$ cat config.mk
export PLATFORM = sky130hd
export DESIGN_NAME = ampsg_host_flat
export DESIGN_NICKNAME = d
export VERILOG_FILES = /design/src/shared/ampsg_pkg.sv /design/src/shared/ampsg_if.sv /design/src/rtl/ampsg_host.sv /design/src/flat_wrapper.sv
export SDC_FILE = /design/constraint.sdc
export NUM_CORES = 1
export LEC_CHECK = 0
export BUFFER_PORTS_ARGS = -buffer_cell sky130_fd_sc_hd__buf_2
export CAP_MARGIN = 10
export CORE_UTILIZATION = 51
export DETAILED_ROUTE_END_ITERATION = 8
export PLACE_DENSITY = 0.76
export SLEW_MARGIN = 20
export SYNTH_ARGS = -nofsm -noshare
export SYNTH_HDL_FRONTEND = slang
export SYNTH_SLANG_ARGS = --single-unit
$ cat constraint.sdc
create_clock -name core_clk -period 3.75 [get_ports core_clk]
set_clock_uncertainty 0.15 [all_clocks]
set_input_delay 0.75 -clock core_clk [delete_from_list [all_inputs] [get_ports core_clk]]
set_output_delay 0.75 -clock core_clk [all_outputs]
set_load 0.05 [all_outputs]
$ cat src/shared/ampsg_pkg.sv
// Purpose: shared constants for the amplifier serial gain/mode control link
// Assumes: core_clk at 40 MHz on both ends
// Notes:   word layout, power-up settings, apb map of the host controller
package ampsg_pkg;
  localparam int WORD_BITS      = 8;
  localparam int MODE_LSB       = 0;
  localparam int MODE_W         = 3;
  localparam int GAIN_LSB       = 3;
  localparam int GAIN_W         = 5;
  localparam logic [2:0] MODE_RESET = 3'h0;
  localparam logic [4:0] GAIN_RESET = 5'h1B;
  localparam logic [3:0] CNT_RESET  = 4'h0;
  // gain in tenths of a dB: -345 + 15 * code
  localparam int GAIN_MIN_TENTHS_DB  = -345;
  localparam int GAIN_STEP_TENTHS_DB = 15;
  // link clock limit and core clock
  localparam int CORE_CLK_MHZ   = 40;
  localparam int LINK_MAX_MHZ   = 10;
  localparam int HALF_PERIOD_CYC = (CORE_CLK_MHZ + 2 * LINK_MAX_MHZ - 1) / (2 * LINK_MAX_MHZ);
  localparam logic [7:0] DIV_RESET = 8'h04;
  // host apb register map
  localparam logic [11:0] REG_CTRL   = 12'h000;
  localparam logic [11:0] REG_STATUS = 12'h004;
  localparam logic [11:0] REG_DIV    = 12'h008;
  localparam logic [11:0] REG_SHADOW = 12'h00C;
  typedef enum logic [1:0] {
    HS_IDLE  = 2'b00,
    HS_LEAD  = 2'b01,
    HS_SHIFT = 2'b10,
    HS_TAIL  = 2'b11
  } ampsg_hstate_t;
  typedef enum logic [1:0] {
    RT_OFF   = 2'b00,
    RT_PHONE = 2'b01,
    RT_STER  = 2'b10,
    RT_MIX   = 2'b11
  } ampsg_route_t;
endpackage

$ cat src/shared/ampsg_if.sv
// Purpose: three-wire link between host controller and amplifier control port
// Assumes: all wires driven by one end only: the host, or the bench on the fault link
// Notes:   no clocking block; both ends sample with their own core clock
`timescale 1ns/1ps
`default_nettype none
interface ampsg_if;
  logic serialData;
  logic linkClk;
  logic latchEnable;
  modport host (output serialData, output linkClk, output latchEnable);
  modport device (input serialData, input linkClk, input latchEnable);
endinterface
`default_nettype wire

$ cat src/rtl/ampsg_host.sv
// Purpose: apb-controlled host that writes one 8-bit word over the link
// Assumes: core_clk 40 MHz; divider keeps link clock at or below 10 MHz
// Notes:   link clock made here by dividing core_clk
`timescale 1ns/1ps
`default_nettype none
module ampsg_host (
  // clock, reset, enable
  input  wire logic        core_clk,
  input  wire logic        resetn,
  input  wire logic        clkEn,
  // apb slave
  input  wire logic        psel,
  input  wire logic        penable,
  input  wire logic        pwrite,
  input  wire logic [11:0] paddr,
  input  wire logic [31:0] pwdata,
  output logic [31:0]      prdata,
  output logic             pready,
  output logic             pslverr,
  // link
  ampsg_if.host            link
);
  ampsg_pkg::ampsg_hstate_t state_reg, state_next;
  logic [7:0] word_reg, shadow_reg, div_reg, half_reg;
  logic [2:0] bit_reg;
  logic       sclk_reg, sdat_reg, en_reg, done_reg;

  wire wr      = psel & penable & pwrite;
  wire hitCtrl = (paddr == ampsg_pkg::REG_CTRL);
  wire hitStat = (paddr == ampsg_pkg::REG_STATUS);
  wire hitDiv  = (paddr == ampsg_pkg::REG_DIV);
  wire hitShad = (paddr == ampsg_pkg::REG_SHADOW);
  wire busy    = (state_reg != ampsg_pkg::HS_IDLE);
  wire start   = wr & hitCtrl & ~busy;
  wire tick    = (half_reg == 8'h00);
  wire [7:0] divSafe = (div_reg < 8'(ampsg_pkg::HALF_PERIOD_CYC))
                     ? 8'(ampsg_pkg::HALF_PERIOD_CYC) : div_reg;

  assign pready  = 1'b1;
  assign pslverr = psel & penable & ~(hitCtrl | hitStat | hitDiv | hitShad);
  assign prdata  = hitCtrl ? {24'h00_0000, word_reg}
                 : hitStat ? {30'h0000_0000, done_reg, busy}
                 : hitDiv  ? {24'h00_0000, div_reg}
                 : hitShad ? {24'h00_0000, shadow_reg} : 32'h0000_0000;
  assign link.serialData  = sdat_reg;
  assign link.linkClk     = sclk_reg;
  assign link.latchEnable = en_reg;

  always_comb begin
    state_next = state_reg;
    case (state_reg)
      ampsg_pkg::HS_IDLE:  if (start) state_next = ampsg_pkg::HS_LEAD;
      ampsg_pkg::HS_LEAD:  if (tick) state_next = ampsg_pkg::HS_SHIFT;
      ampsg_pkg::HS_SHIFT: if (tick && sclk_reg && bit_reg == 3'h7) state_next = ampsg_pkg::HS_TAIL;
      // second tick keeps enable low a full phase before the next frame
      ampsg_pkg::HS_TAIL:  if (tick && !en_reg) state_next = ampsg_pkg::HS_IDLE;
      default:             state_next = ampsg_pkg::HS_IDLE;
    endcase
  end

  always_ff @(posedge core_clk or negedge resetn) begin
    if (!resetn) begin
      state_reg  <= ampsg_pkg::HS_IDLE;
      word_reg   <= 8'h00;
      shadow_reg <= {ampsg_pkg::GAIN_RESET, ampsg_pkg::MODE_RESET};
      div_reg    <= ampsg_pkg::DIV_RESET;
      half_reg   <= 8'h00;
      bit_reg    <= 3'h0;
      sclk_reg   <= 1'b0;
      sdat_reg   <= 1'b0;
      en_reg     <= 1'b0;
      done_reg   <= 1'b0;
    end else if (clkEn) begin
      state_reg <= state_next;
      half_reg  <= (tick || start) ? divSafe - 8'h01 : half_reg - 8'h01;
      if (wr && hitDiv) div_reg <= pwdata[7:0];
      // completion flag: set wins over a clear in the same cycle
      if (busy && state_next == ampsg_pkg::HS_IDLE) done_reg <= 1'b1;
      else if (wr && hitStat && pwdata[1]) done_reg <= 1'b0;
      if (start) begin
        word_reg <= pwdata[7:0];
        en_reg   <= 1'b1;
        bit_reg  <= 3'h0;
        sdat_reg <= pwdata[0];
        done_reg <= 1'b0;
      end else if (tick && state_reg == ampsg_pkg::HS_SHIFT) begin
        sclk_reg <= ~sclk_reg;
        if (sclk_reg) begin
          bit_reg  <= bit_reg + 3'h1;
          sdat_reg <= word_reg[3'(bit_reg + 3'h1)];
        end
      end else if (tick && state_reg == ampsg_pkg::HS_TAIL) begin
        en_reg     <= 1'b0;
        shadow_reg <= word_reg;
      end
    end
  end
endmodule
`default_nettype wire

$ cat src/flat_wrapper.sv
// flat-port wrapper written by rule: the top's interface ports become plain ports
module ampsg_host_flat 
  (core_clk, resetn, clkEn, psel, penable, pwrite, paddr, pwdata, prdata, pready, pslverr, link_serialData, link_linkClk, link_latchEnable);
  ampsg_if link_i ();
  input  wire logic core_clk;
  input  wire logic resetn;
  input  wire logic clkEn;
  input  wire logic psel;
  input  wire logic penable;
  input  wire logic pwrite;
  input  wire logic [11:0] paddr;
  input  wire logic [31:0] pwdata;
  output logic [31:0] prdata;
  output logic pready;
  output logic pslverr;
  output wire logic [$bits(link_i.serialData)-1:0] link_serialData;
  output wire logic [$bits(link_i.linkClk)-1:0] link_linkClk;
  output wire logic [$bits(link_i.latchEnable)-1:0] link_latchEnable;
  assign link_serialData = link_i.serialData;
  assign link_linkClk = link_i.linkClk;
  assign link_latchEnable = link_i.latchEnable;
  ampsg_host u_core (.core_clk(core_clk), .resetn(resetn), .clkEn(clkEn), .psel(psel), .penable(penable), .pwrite(pwrite), .paddr(paddr), .pwdata(pwdata), .prdata(prdata), .pready(pready), .pslverr(pslverr), .link(link_i));
endmodule
==> results of run 1 <==
## path summary, 6_finish.rpt
check / startpoint / end / cells past startpoint / slack (ps)
max: u_core.div_reg[4] / u_core.half_reg[4] / 11 / 650
min: u_core.done_reg / u_core.done_reg / 1 / 340
max reg2reg: u_core.div_reg[4] / u_core.half_reg[4] / 11 / 650
min reg2reg: u_core.done_reg / u_core.done_reg / 1 / 340
max in group asynchronous: resetn / u_core.div_reg[6] / 1 / 2450
min in group asynchronous: resetn / u_core.half_reg[4] / 1 / 420
## cell type report
type                       count  area share
timing repair buffer          47     0.08935
sequential                    41      0.3544
tap                           67     0.02878
inverter                       7    0.009021
clock buffer                   6     0.02491
multi-input combinational    203      0.4884
clock inverter                 2    0.005155
## worst max-delay path, cell delays in order, from the launching register on
cell      delay [ps]
dfrtp_1          470
nor4_1           710
nand2_1           90
o21ai_0          350
nor2_1            70
a21oi_1          140
ha_1             180
nor2b_1          230
nand3b_1         110
a211oi_1         230
a211oi_1          70
a311oi_1         220
## layer usage
metal / vias up / share of wire / global-route usage
met5: - / 0 / 0
met4: 0 / 0.011 / 0.06410
met3: 7 / 0.041 / 0.04065
met2: 79 / 0.49 / 0.3798
met1: 995 / 0.46 / 0.3156
li1: 1001 / - / -
## power by group through the flow
| stage | Combinational (uW) | Sequential, uW | Clock, uW |
|---|---|---|---|
| 2_1_floorplan | 201 | 514 | 0 |
| 3_3_place_gp | 229 | 524 | 0 |
| 3_5_place_dp | 230 | 526 | 0 |
| 4_1_cts | 232 | 516 | 303 |
| 5_1_grt | 257 | 522 | 317 |
| 6_report | 233 | 518 | 293 |
## synth_stat cells, types with 4 or more instances
cell      count  area [sq um]
mux4_2        4         90.09
mux2i_1      10         100.1
nor3_1        4         20.02
dfstp_2       5         131.4
buf_4        25         187.7
a21oi_1       8         40.04
nand2_1      15         56.30
o21ai_0      11         55.05
nor4_1        7         43.79
mux2_2       24         270.3
dfrtp_1      36         900.9
nor2_1       26         97.59
clkbuf_1     13         48.80
nand3_1       6         30.03
a211oi_1      4         30.03
a31oi_1      10         62.56
inv_1         7         26.28
## metrics by stage
step	area [sq um]	utilization	worst slack, ps	hold slack (ps)	std cells
floorplan	2743	-	395.8	295.0	293
global route	2913	0.5969	373.7	352.4	373
CTS	2913	0.5969	689.3	339.5	373
detailed placement	2825	0.5790	470.4	315.3	365
global placement	2825	0.5790	389.8	313.2	365
finish	2913	0.5969	646.9	340.3	373
## cells by family after synthesis
kind of cell    count (synthesis)
simple gates                   82
compound gates                 54
buf+inv                        49
flops                          41
mux                            38
fa+ha+maj                       3
other cells                     2
xor+xnor                        1
==> results.md, run 1 <==
Synth:
- Of the synthesized area, sequential elements account for 0.3886.
- The post-synthesis sequential element count is 41.
- After synthesis, the largest family of logic cells by area is multiplexers.
- The area share of and/or/nand/nor cells after synthesis is 0.1705.
- After synthesis, the share of flip-flops with an asynchronous set or reset is 1.000.
- The number of instances in the synthesized netlist is 270.
- The share of synthesized cell area in full adder, half adder and majority cells is 0.01413.
- The number of warnings reported in the yosys synthesis log is 0.
- In this run, synthesis inferred 0 flip-flops with an integrated enable.
- Measured against the total synthesized area, the mux share comes to 0.1733.
- Of the total synthesized cell area, the portion taken by XOR and XNOR cells is 0.003297.
- The most used flip-flop cell after synthesis is dfrtp_1.
- The area fraction in compound gates after synthesis is 0.1390.
- The netlist area before placement is 0.002656 sq mm.
- The distinct cell type count of the synthesized netlist is 53.
- The average footprint of a synthesized cell is 9.838 sq um.

Power:
- The sequential share of power is 0.496.
- Of the total power, the clock network draws 0.281.
- Total power for the finished layout comes to 1044 uW.
- The leakage power figure is 0.001380 uW.
- Of the total power, combinational logic draws 0.223.
- The switching portion of total power is 0.3396.
- The switching power is 354.4 uW.
- The internal portion of the total power is 689.3 uW.
- Dividing total power by cell area gives a power density of 358.3 mW/mm^2.
- The worst-case IR drop observed on VDD is 0.1629 mV.

Final layout:
- 0 antenna diodes ended up in the layout.
- The library cells used most frequently in the layout, excluding fill and tap cells, are 37 x buf_2, 36 x dfrtp_1, 26 x nor2_1.
- The final layout contains 358 nets.
- In the final layout, the share of cells above drive strength 1 is 0.3203.
- The combined flip-flop and latch cell area is 0.001032 sq mm.
- From synthesis to final layout, the design area changed by 9.656%.
- The most common library cell in the layout ignoring fill and taps is buf_2.
- In the final layout, the multi-input gates occupy 0.001423 sq mm.
- The final-layout fill cell count is 422.

Route:
- After detailed routing, the average wire length per cell comes to 15.41 um.
- Using the TritonRoute via totals, the vias-per-cell ratio works out to 5.582.
- The first routing iteration left 215 violations.
- The number of vias after detailed routing is 2,082.
- The first detailed-routing pass took 4 iterations.
- The number of DRC violations after detailed routing is 0.
- The sum of routed wire length over all layers is 5749 um.
- The count of nets left with antenna violations once routing finished came out at 0.

STA:
- The period utilization is 0.8275.
- The number of max-slew violations in the final report is 0.
- The worst pin sits at a relative slew slack of 0.3924.
- For this run, the top clock speed supported by timing is 322.3 MHz.
- The total setup violations reported at the end of the flow is 0.
- For the pin with the worst max-slew slack, the measured transition is 911.5 ps.
- The final hold violation count is 0.
- Setup repair after global routing left no endpoint under its margin.
- Counting I/O delays and the setup requirement, the final critical path takes 3103 ps.
- In the final timing run, aggregate negative setup slack is 0 ps.

GRT:
- Global routing finished with a remaining overflow of 0.
- The overall fraction of global-route tracks in use is 0.2312.
- The number of antenna violations at the first check in global routing came to 0.
- The largest net degree at the start of global routing is 42.
- The first global-routing pass estimated 9370 um of wire.
- The number of global-route vias before repair is 1,877.

Clock network:
- The clock-pin slew on the worst setup and hold paths is 80 ps.
- Clock latency on the worst-skew pair, taken at its later pin, is 300 ps.
- The longest clock path from root to sink contains 2 buffers.
- The clock drives 41 sinks.
- The buffer count from post-CTS setup fixing is 0.
- The root buffer cell is clkbuf_8.
- The total of hold buffers inserted after clock tree synthesis is 0.
- TritonCTS built the clock tree.
- Clock tree synthesis inserted a total of 5 buffers.
- The H-tree was split into 2 levels.
- Once the clock tree was built, the resizer swapped 0 gates to a different size.

Worst setup path:
- The required time of the critical path is 3800 ps.
- The type of the setup path with the least slack is flip-flop to flip-flop.
- For the worst setup path, the data arrival time is 3150 ps.
- Of all nets on the critical path, the largest fanout is 9.
- The startpoint class of the critical path is a flip-flop.
- The endpoint class of the critical path is a flip-flop.

Floorplanning:
- The die covers 0.005501 sq mm.
- The initial cell density of the core is 0.5444.
- The number of rows in the core area is 25.
- Measured along the x axis, the die boundary spans 74.17 um.
- The area inside the core boundary is 0.004880 sq mm.
- The die boundary height is 74.17 um.
- The I/O pin total is 87.

Run status:
- The run finished with clean final reports.

Place:
- The wire-length estimate of the detail-placed layout is 4191 um.
- The count of port buffers added during placement is 37.
- At the end of routability-driven placement, the weighted congestion stood at 0.8512.

Job:
- The tool flagged a number of max-cap violations equal to 0.

Hold path:
- The tightest min-delay check is of the flip-flop to flip-flop type.
Note: power is estimated with default switching activity, not from simulation.
==> run 2: changes to the inputs <==
--- a/config.mk
+++ b/config.mk
@@ -5,11 +5,12 @@
 export SDC_FILE = /design/constraint.sdc
 export NUM_CORES = 1
 export LEC_CHECK = 0
+export ABC_AREA = 1
 export BUFFER_PORTS_ARGS = -buffer_cell sky130_fd_sc_hd__buf_2
 export CAP_MARGIN = 10
 export CORE_UTILIZATION = 51
 export DETAILED_ROUTE_END_ITERATION = 8
-export PLACE_DENSITY = 0.76
+export PLACE_DENSITY = 0.77
 export SLEW_MARGIN = 20
 export SYNTH_ARGS = -nofsm -noshare
 export SYNTH_HDL_FRONTEND = slang
==> constraint.sdc (replaced) <==
create_clock -name core_clk -period 3.2 [get_ports core_clk]
set_clock_uncertainty 0.15 [all_clocks]
set_input_delay 0.64 -clock core_clk [delete_from_list [all_inputs] [get_ports core_clk]]
set_output_delay 0.64 -clock core_clk [all_outputs]
set_load 0.05 [all_outputs]
==> run 2 against run 1 <==
  * Critical path depth fell by 3
  * Sequential power rose by 30%
  * Area after synthesis fell by 2.5%
  * Die area fell by 2.5%
  * Hold slack got worse by 19 ps
  * Worst setup slack got worse by 350 ps
  * Combinational power rose by 130%
  * Count of clock-buffer cells in the layout did not move
  * Critical path type is now input pin to output pin
  * Largest power group unchanged
==> results.md, run 2 <==
Clock network:
- The total of hold buffers inserted after clock tree synthesis was 0 (unchanged).
- The clock-pin slew on the worst setup and hold paths is 80 ps (about the same).
- The tree is rooted in a clkbuf_8.
- The number of buffers added by the clock tree synthesis step is 5 (unchanged).
- The total clock sinks was 41 (unchanged).
- The number of H-tree levels is 2 (unchanged).
- The TritonCTS clock tree is done.
- The worst-skew pair later-pin latency is 300 ps (about the same).
- The buffer count from post-CTS setup fixing was 0 (unchanged).
- The clock tree buffer depth was 2 (unchanged).
- The post-cts sizing count was 0 (unchanged).

Route:
- The number of vias after detailed routing came to 2,201 (+5.7%).
- The number of detailed-routing iterations run before antenna repair is 4 (unchanged).
- The via density per instance is 5.025 (-10%).
- The number of DRC violations after detailed routing is 0 (unchanged).
- The wire length per cell was 12.55 um (-19%).
- The number of nets with antenna violations after routing is 0 (unchanged).
- The sum of routed wire length over all layers is 5497 um (-4.4%).
- The number of DRC violations after detailed-routing iteration 0 is 119 (-45%).

Floorplanning:
- The initial cell density of the core is 0.5374 (-0.006956).
- The die footprint is 0.005365 sq mm (-2.5%).
- The die boundary height was 73.25 um (-1.2%).
- The I/O pin total came to 87 (unchanged).
- The area inside the core boundary came to 0.004817 sq mm (-1.3%).
- The horizontal extent of the die is 73.25 um (-1.2%).
- The number of rows in the core area was 25 (unchanged).

Worst setup path:
- The endpoint class of the critical path is an output pin.
- The worst setup path is of the input pin to output pin kind.
- The startpoint class of the critical path is an input pin.
- The required time of the critical path is 2410 ps (-1390 ps).
- The launching instance or port of the critical path is paddr[1].
- The biggest fanout along the worst timing path was 8 (-1).
- The origin of the critical flop-to-flop path is u_core.half_reg[7].
- The critical path arrival is 2110 ps (-1040 ps).

Final layout:
- The share of cells above drive strength 1 is 0.2237 (-0.09654).
- The total inserted antenna cells was 0 (unchanged).
- The most common library cell in the layout ignoring fill and taps is nand2_1.
- The area overhead of the layout relative to synthesis is 9.473%.
- In the layout the commonest cells are 76 x nand2_1, 37 x buf_2, 36 x dfrtp_1.
- The net total in the final layout is 423 (+18%).
- The utilization of the core after routing is 0.5883 (-0.008611).
- The final-layout fill cell count was 446 (+5.7%).

Power:
- The internal power came to 1040 uW (+51%).
- The leakage power figure was 0.001490 uW (+7.9%).
- The logic gate share of total power is 0.327 (+0.104).
- The switching portion of total power is 0.3692 (+0.02965).
- The clock share of power came to 0.265 (-0.016).
- The power density over cell area is 581.7 mW/mm^2 (+62%).
- The sequential share of power is 0.408 (-0.088).
- The worst-case vdd ir drop is 0.5412 mV (+230%).
- The switching power is 608.6 uW (+72%).

Synth:
- The async set or reset register ratio after synthesis is 1.000 (unchanged).
- The sequential fraction of the synthesis area is 0.3987 (+0.01014).
- Sorting the synthesized cells by area gives the leading types as dfrtp_1 35%, nand2_1 11%, buf_4 7.5%.
- The distinct cell type count of the synthesized netlist is 37 (-30%).
- The netlist area before placement is 0.002589 sq mm (-2.5%).
- The post-synthesis sequential element count was 41 (unchanged).
- The number of synthesized flops with an enable pin was 0 (unchanged).
- The number of instances in the synthesized netlist is 335 (+24%).
- After synthesis, the most frequently instantiated cells are 76 x nand2_1, 36 x dfrtp_1, 32 x inv_1.
- The number of warnings reported in the yosys synthesis log is 0 (unchanged).
- The largest total area in the synthesized netlist belongs to dfrtp_1.
- The average footprint of a synthesized cell is 7.728 sq um (-21%).
- The area fraction of the dominant cell type after synthesis is 0.3480 (+0.008851).
- The most used flip-flop cell after synthesis is dfrtp_1.
- nand2_1 is the most common cell in the netlist.

GRT:
- The first-pass GRT wire length is 9480 um (+1.2%).
- The residual overflow from global routing is 0 (unchanged).
- The largest net degree at the start of global routing is 42 (unchanged).
- The overall fraction of global-route tracks in use is 0.2354 (+0.004144).
- The number of antenna violations at the first check in global routing is 0 (unchanged).
- The number of global-route vias before repair is 2,127 (+13%).

STA:
- Based on the critical path, the design can be clocked at up to 344.5 MHz.
- Setup repair after global routing left no endpoint under its margin.
- The actual slew at the worst max-slew pin is 922.2 ps (+10.74 ps).
- The relative max-transition margin came to 0.3852 (-0.007158).
- The final hold violation count is 0 (unchanged).
- Dividing the final minimum period by the clock period gives 0.9072.
- The total setup violations reported at the end of the flow is 0 (unchanged).
- The total negative setup slack was 0 ps (unchanged).
- The number of max-slew violations in the final report is 0 (unchanged).
- Counting I/O delays and the setup requirement, the final critical path takes 2903 ps.

Place:
- The half-perimeter wire length after detailed placement was 4097 um (-2.3%).
- The final RePlAce weighted congestion came to 0.8570 (+0.68%).
- The count of port buffers added during placement is 37 (unchanged).

Job:
- The max-cap check violation count is 0 (unchanged).

Run status:
- The run finished with clean final reports.

Hold path:
- The min-delay analysis places its worst path in the category input pin to async pin.
==> run 2: cells by family (layout without fill, tap and decap cells) <==
group                      Yosys count  after routing  share of synthesized area
DFF                                 41             41                     0.3987
xor gates and xnor gates             1              1                   0.003384
other                                2             25                   0.002901
buffers and inverters               76             89                     0.1561
AOI/OAI and AO/OA                   55             55                     0.1295
muxes                                5              5                    0.02175
and+or+nand+nor                    152            152                     0.2731
adders and majority gates            3              3                    0.01450
==> run 2: area by class of cell <==
cell class	count	area (sq um)	share of cell area
Inverter	43	161.4	0.05695
Tap cell	67	83.83	0.02958
Clock buffer	6	82.58	0.02914
Multi-Input combinational cell	241	1244	0.4389
Clock inverter	2	37.54	0.01325
Timing Repair Buffer	38	192.7	0.06799
Sequential cell	41	1032	0.3642
==> run 2: metrics by stage <==
step                      power, uW  setup WS [ps]  area, sq um  hold WS, ps  std cells
after floorplan                1132          212.6         2680        194.4        358
after global placement         1193          322.4         2714        303.2        430
after detailed placement       1209          309.3         2714        313.3        430
after CTS                      1656          298.9         2834        334.7        438
after global routing           1758          205.3         2834        361.1        438
final                          1648          296.9         2834        321.0        438
==> run 2: worst paths after layout <==
kind,to,slack [ps],cells after the start
worst max register to register,u_core.half_reg[6],750,13
worst min register to register,u_core.div_reg[6],340,2
worst max-delay path,prdata[0],300,8
min in group core_clk,u_core.div_reg[6],340,2
max in group asynchronous,u_core.half_reg[4],1990,1
worst min-delay path,u_core.link.linkClk,320,1
==> run 2: layer usage <==
layer,global-route usage,share of wire,vias up
met5,0,0,-
met2,0.3776,0.46,66
met3,0.04696,0.048,11
met4,0.09368,0.019,0
met1,0.3118,0.48,1016
li1,-,-,1108
==> run 2: power by group through the flow <==
stage               registers, uW  clock network (uW)  logic [uW]
finish                        672                 437         539
global route                  680                 467         611
CTS                           671                 448         537
detailed placement            680                   0         529
global placement              677                   0         516
floorplan                     671                   0         461
==> run 2: critical path, stage by stage <==
cell	delay [ps]
buf_2	90
or2_4	260
nor2_1	150
nand3_2	230
inv_2	190
a221oi_1	100
a21oi_1	160
buf_2	290
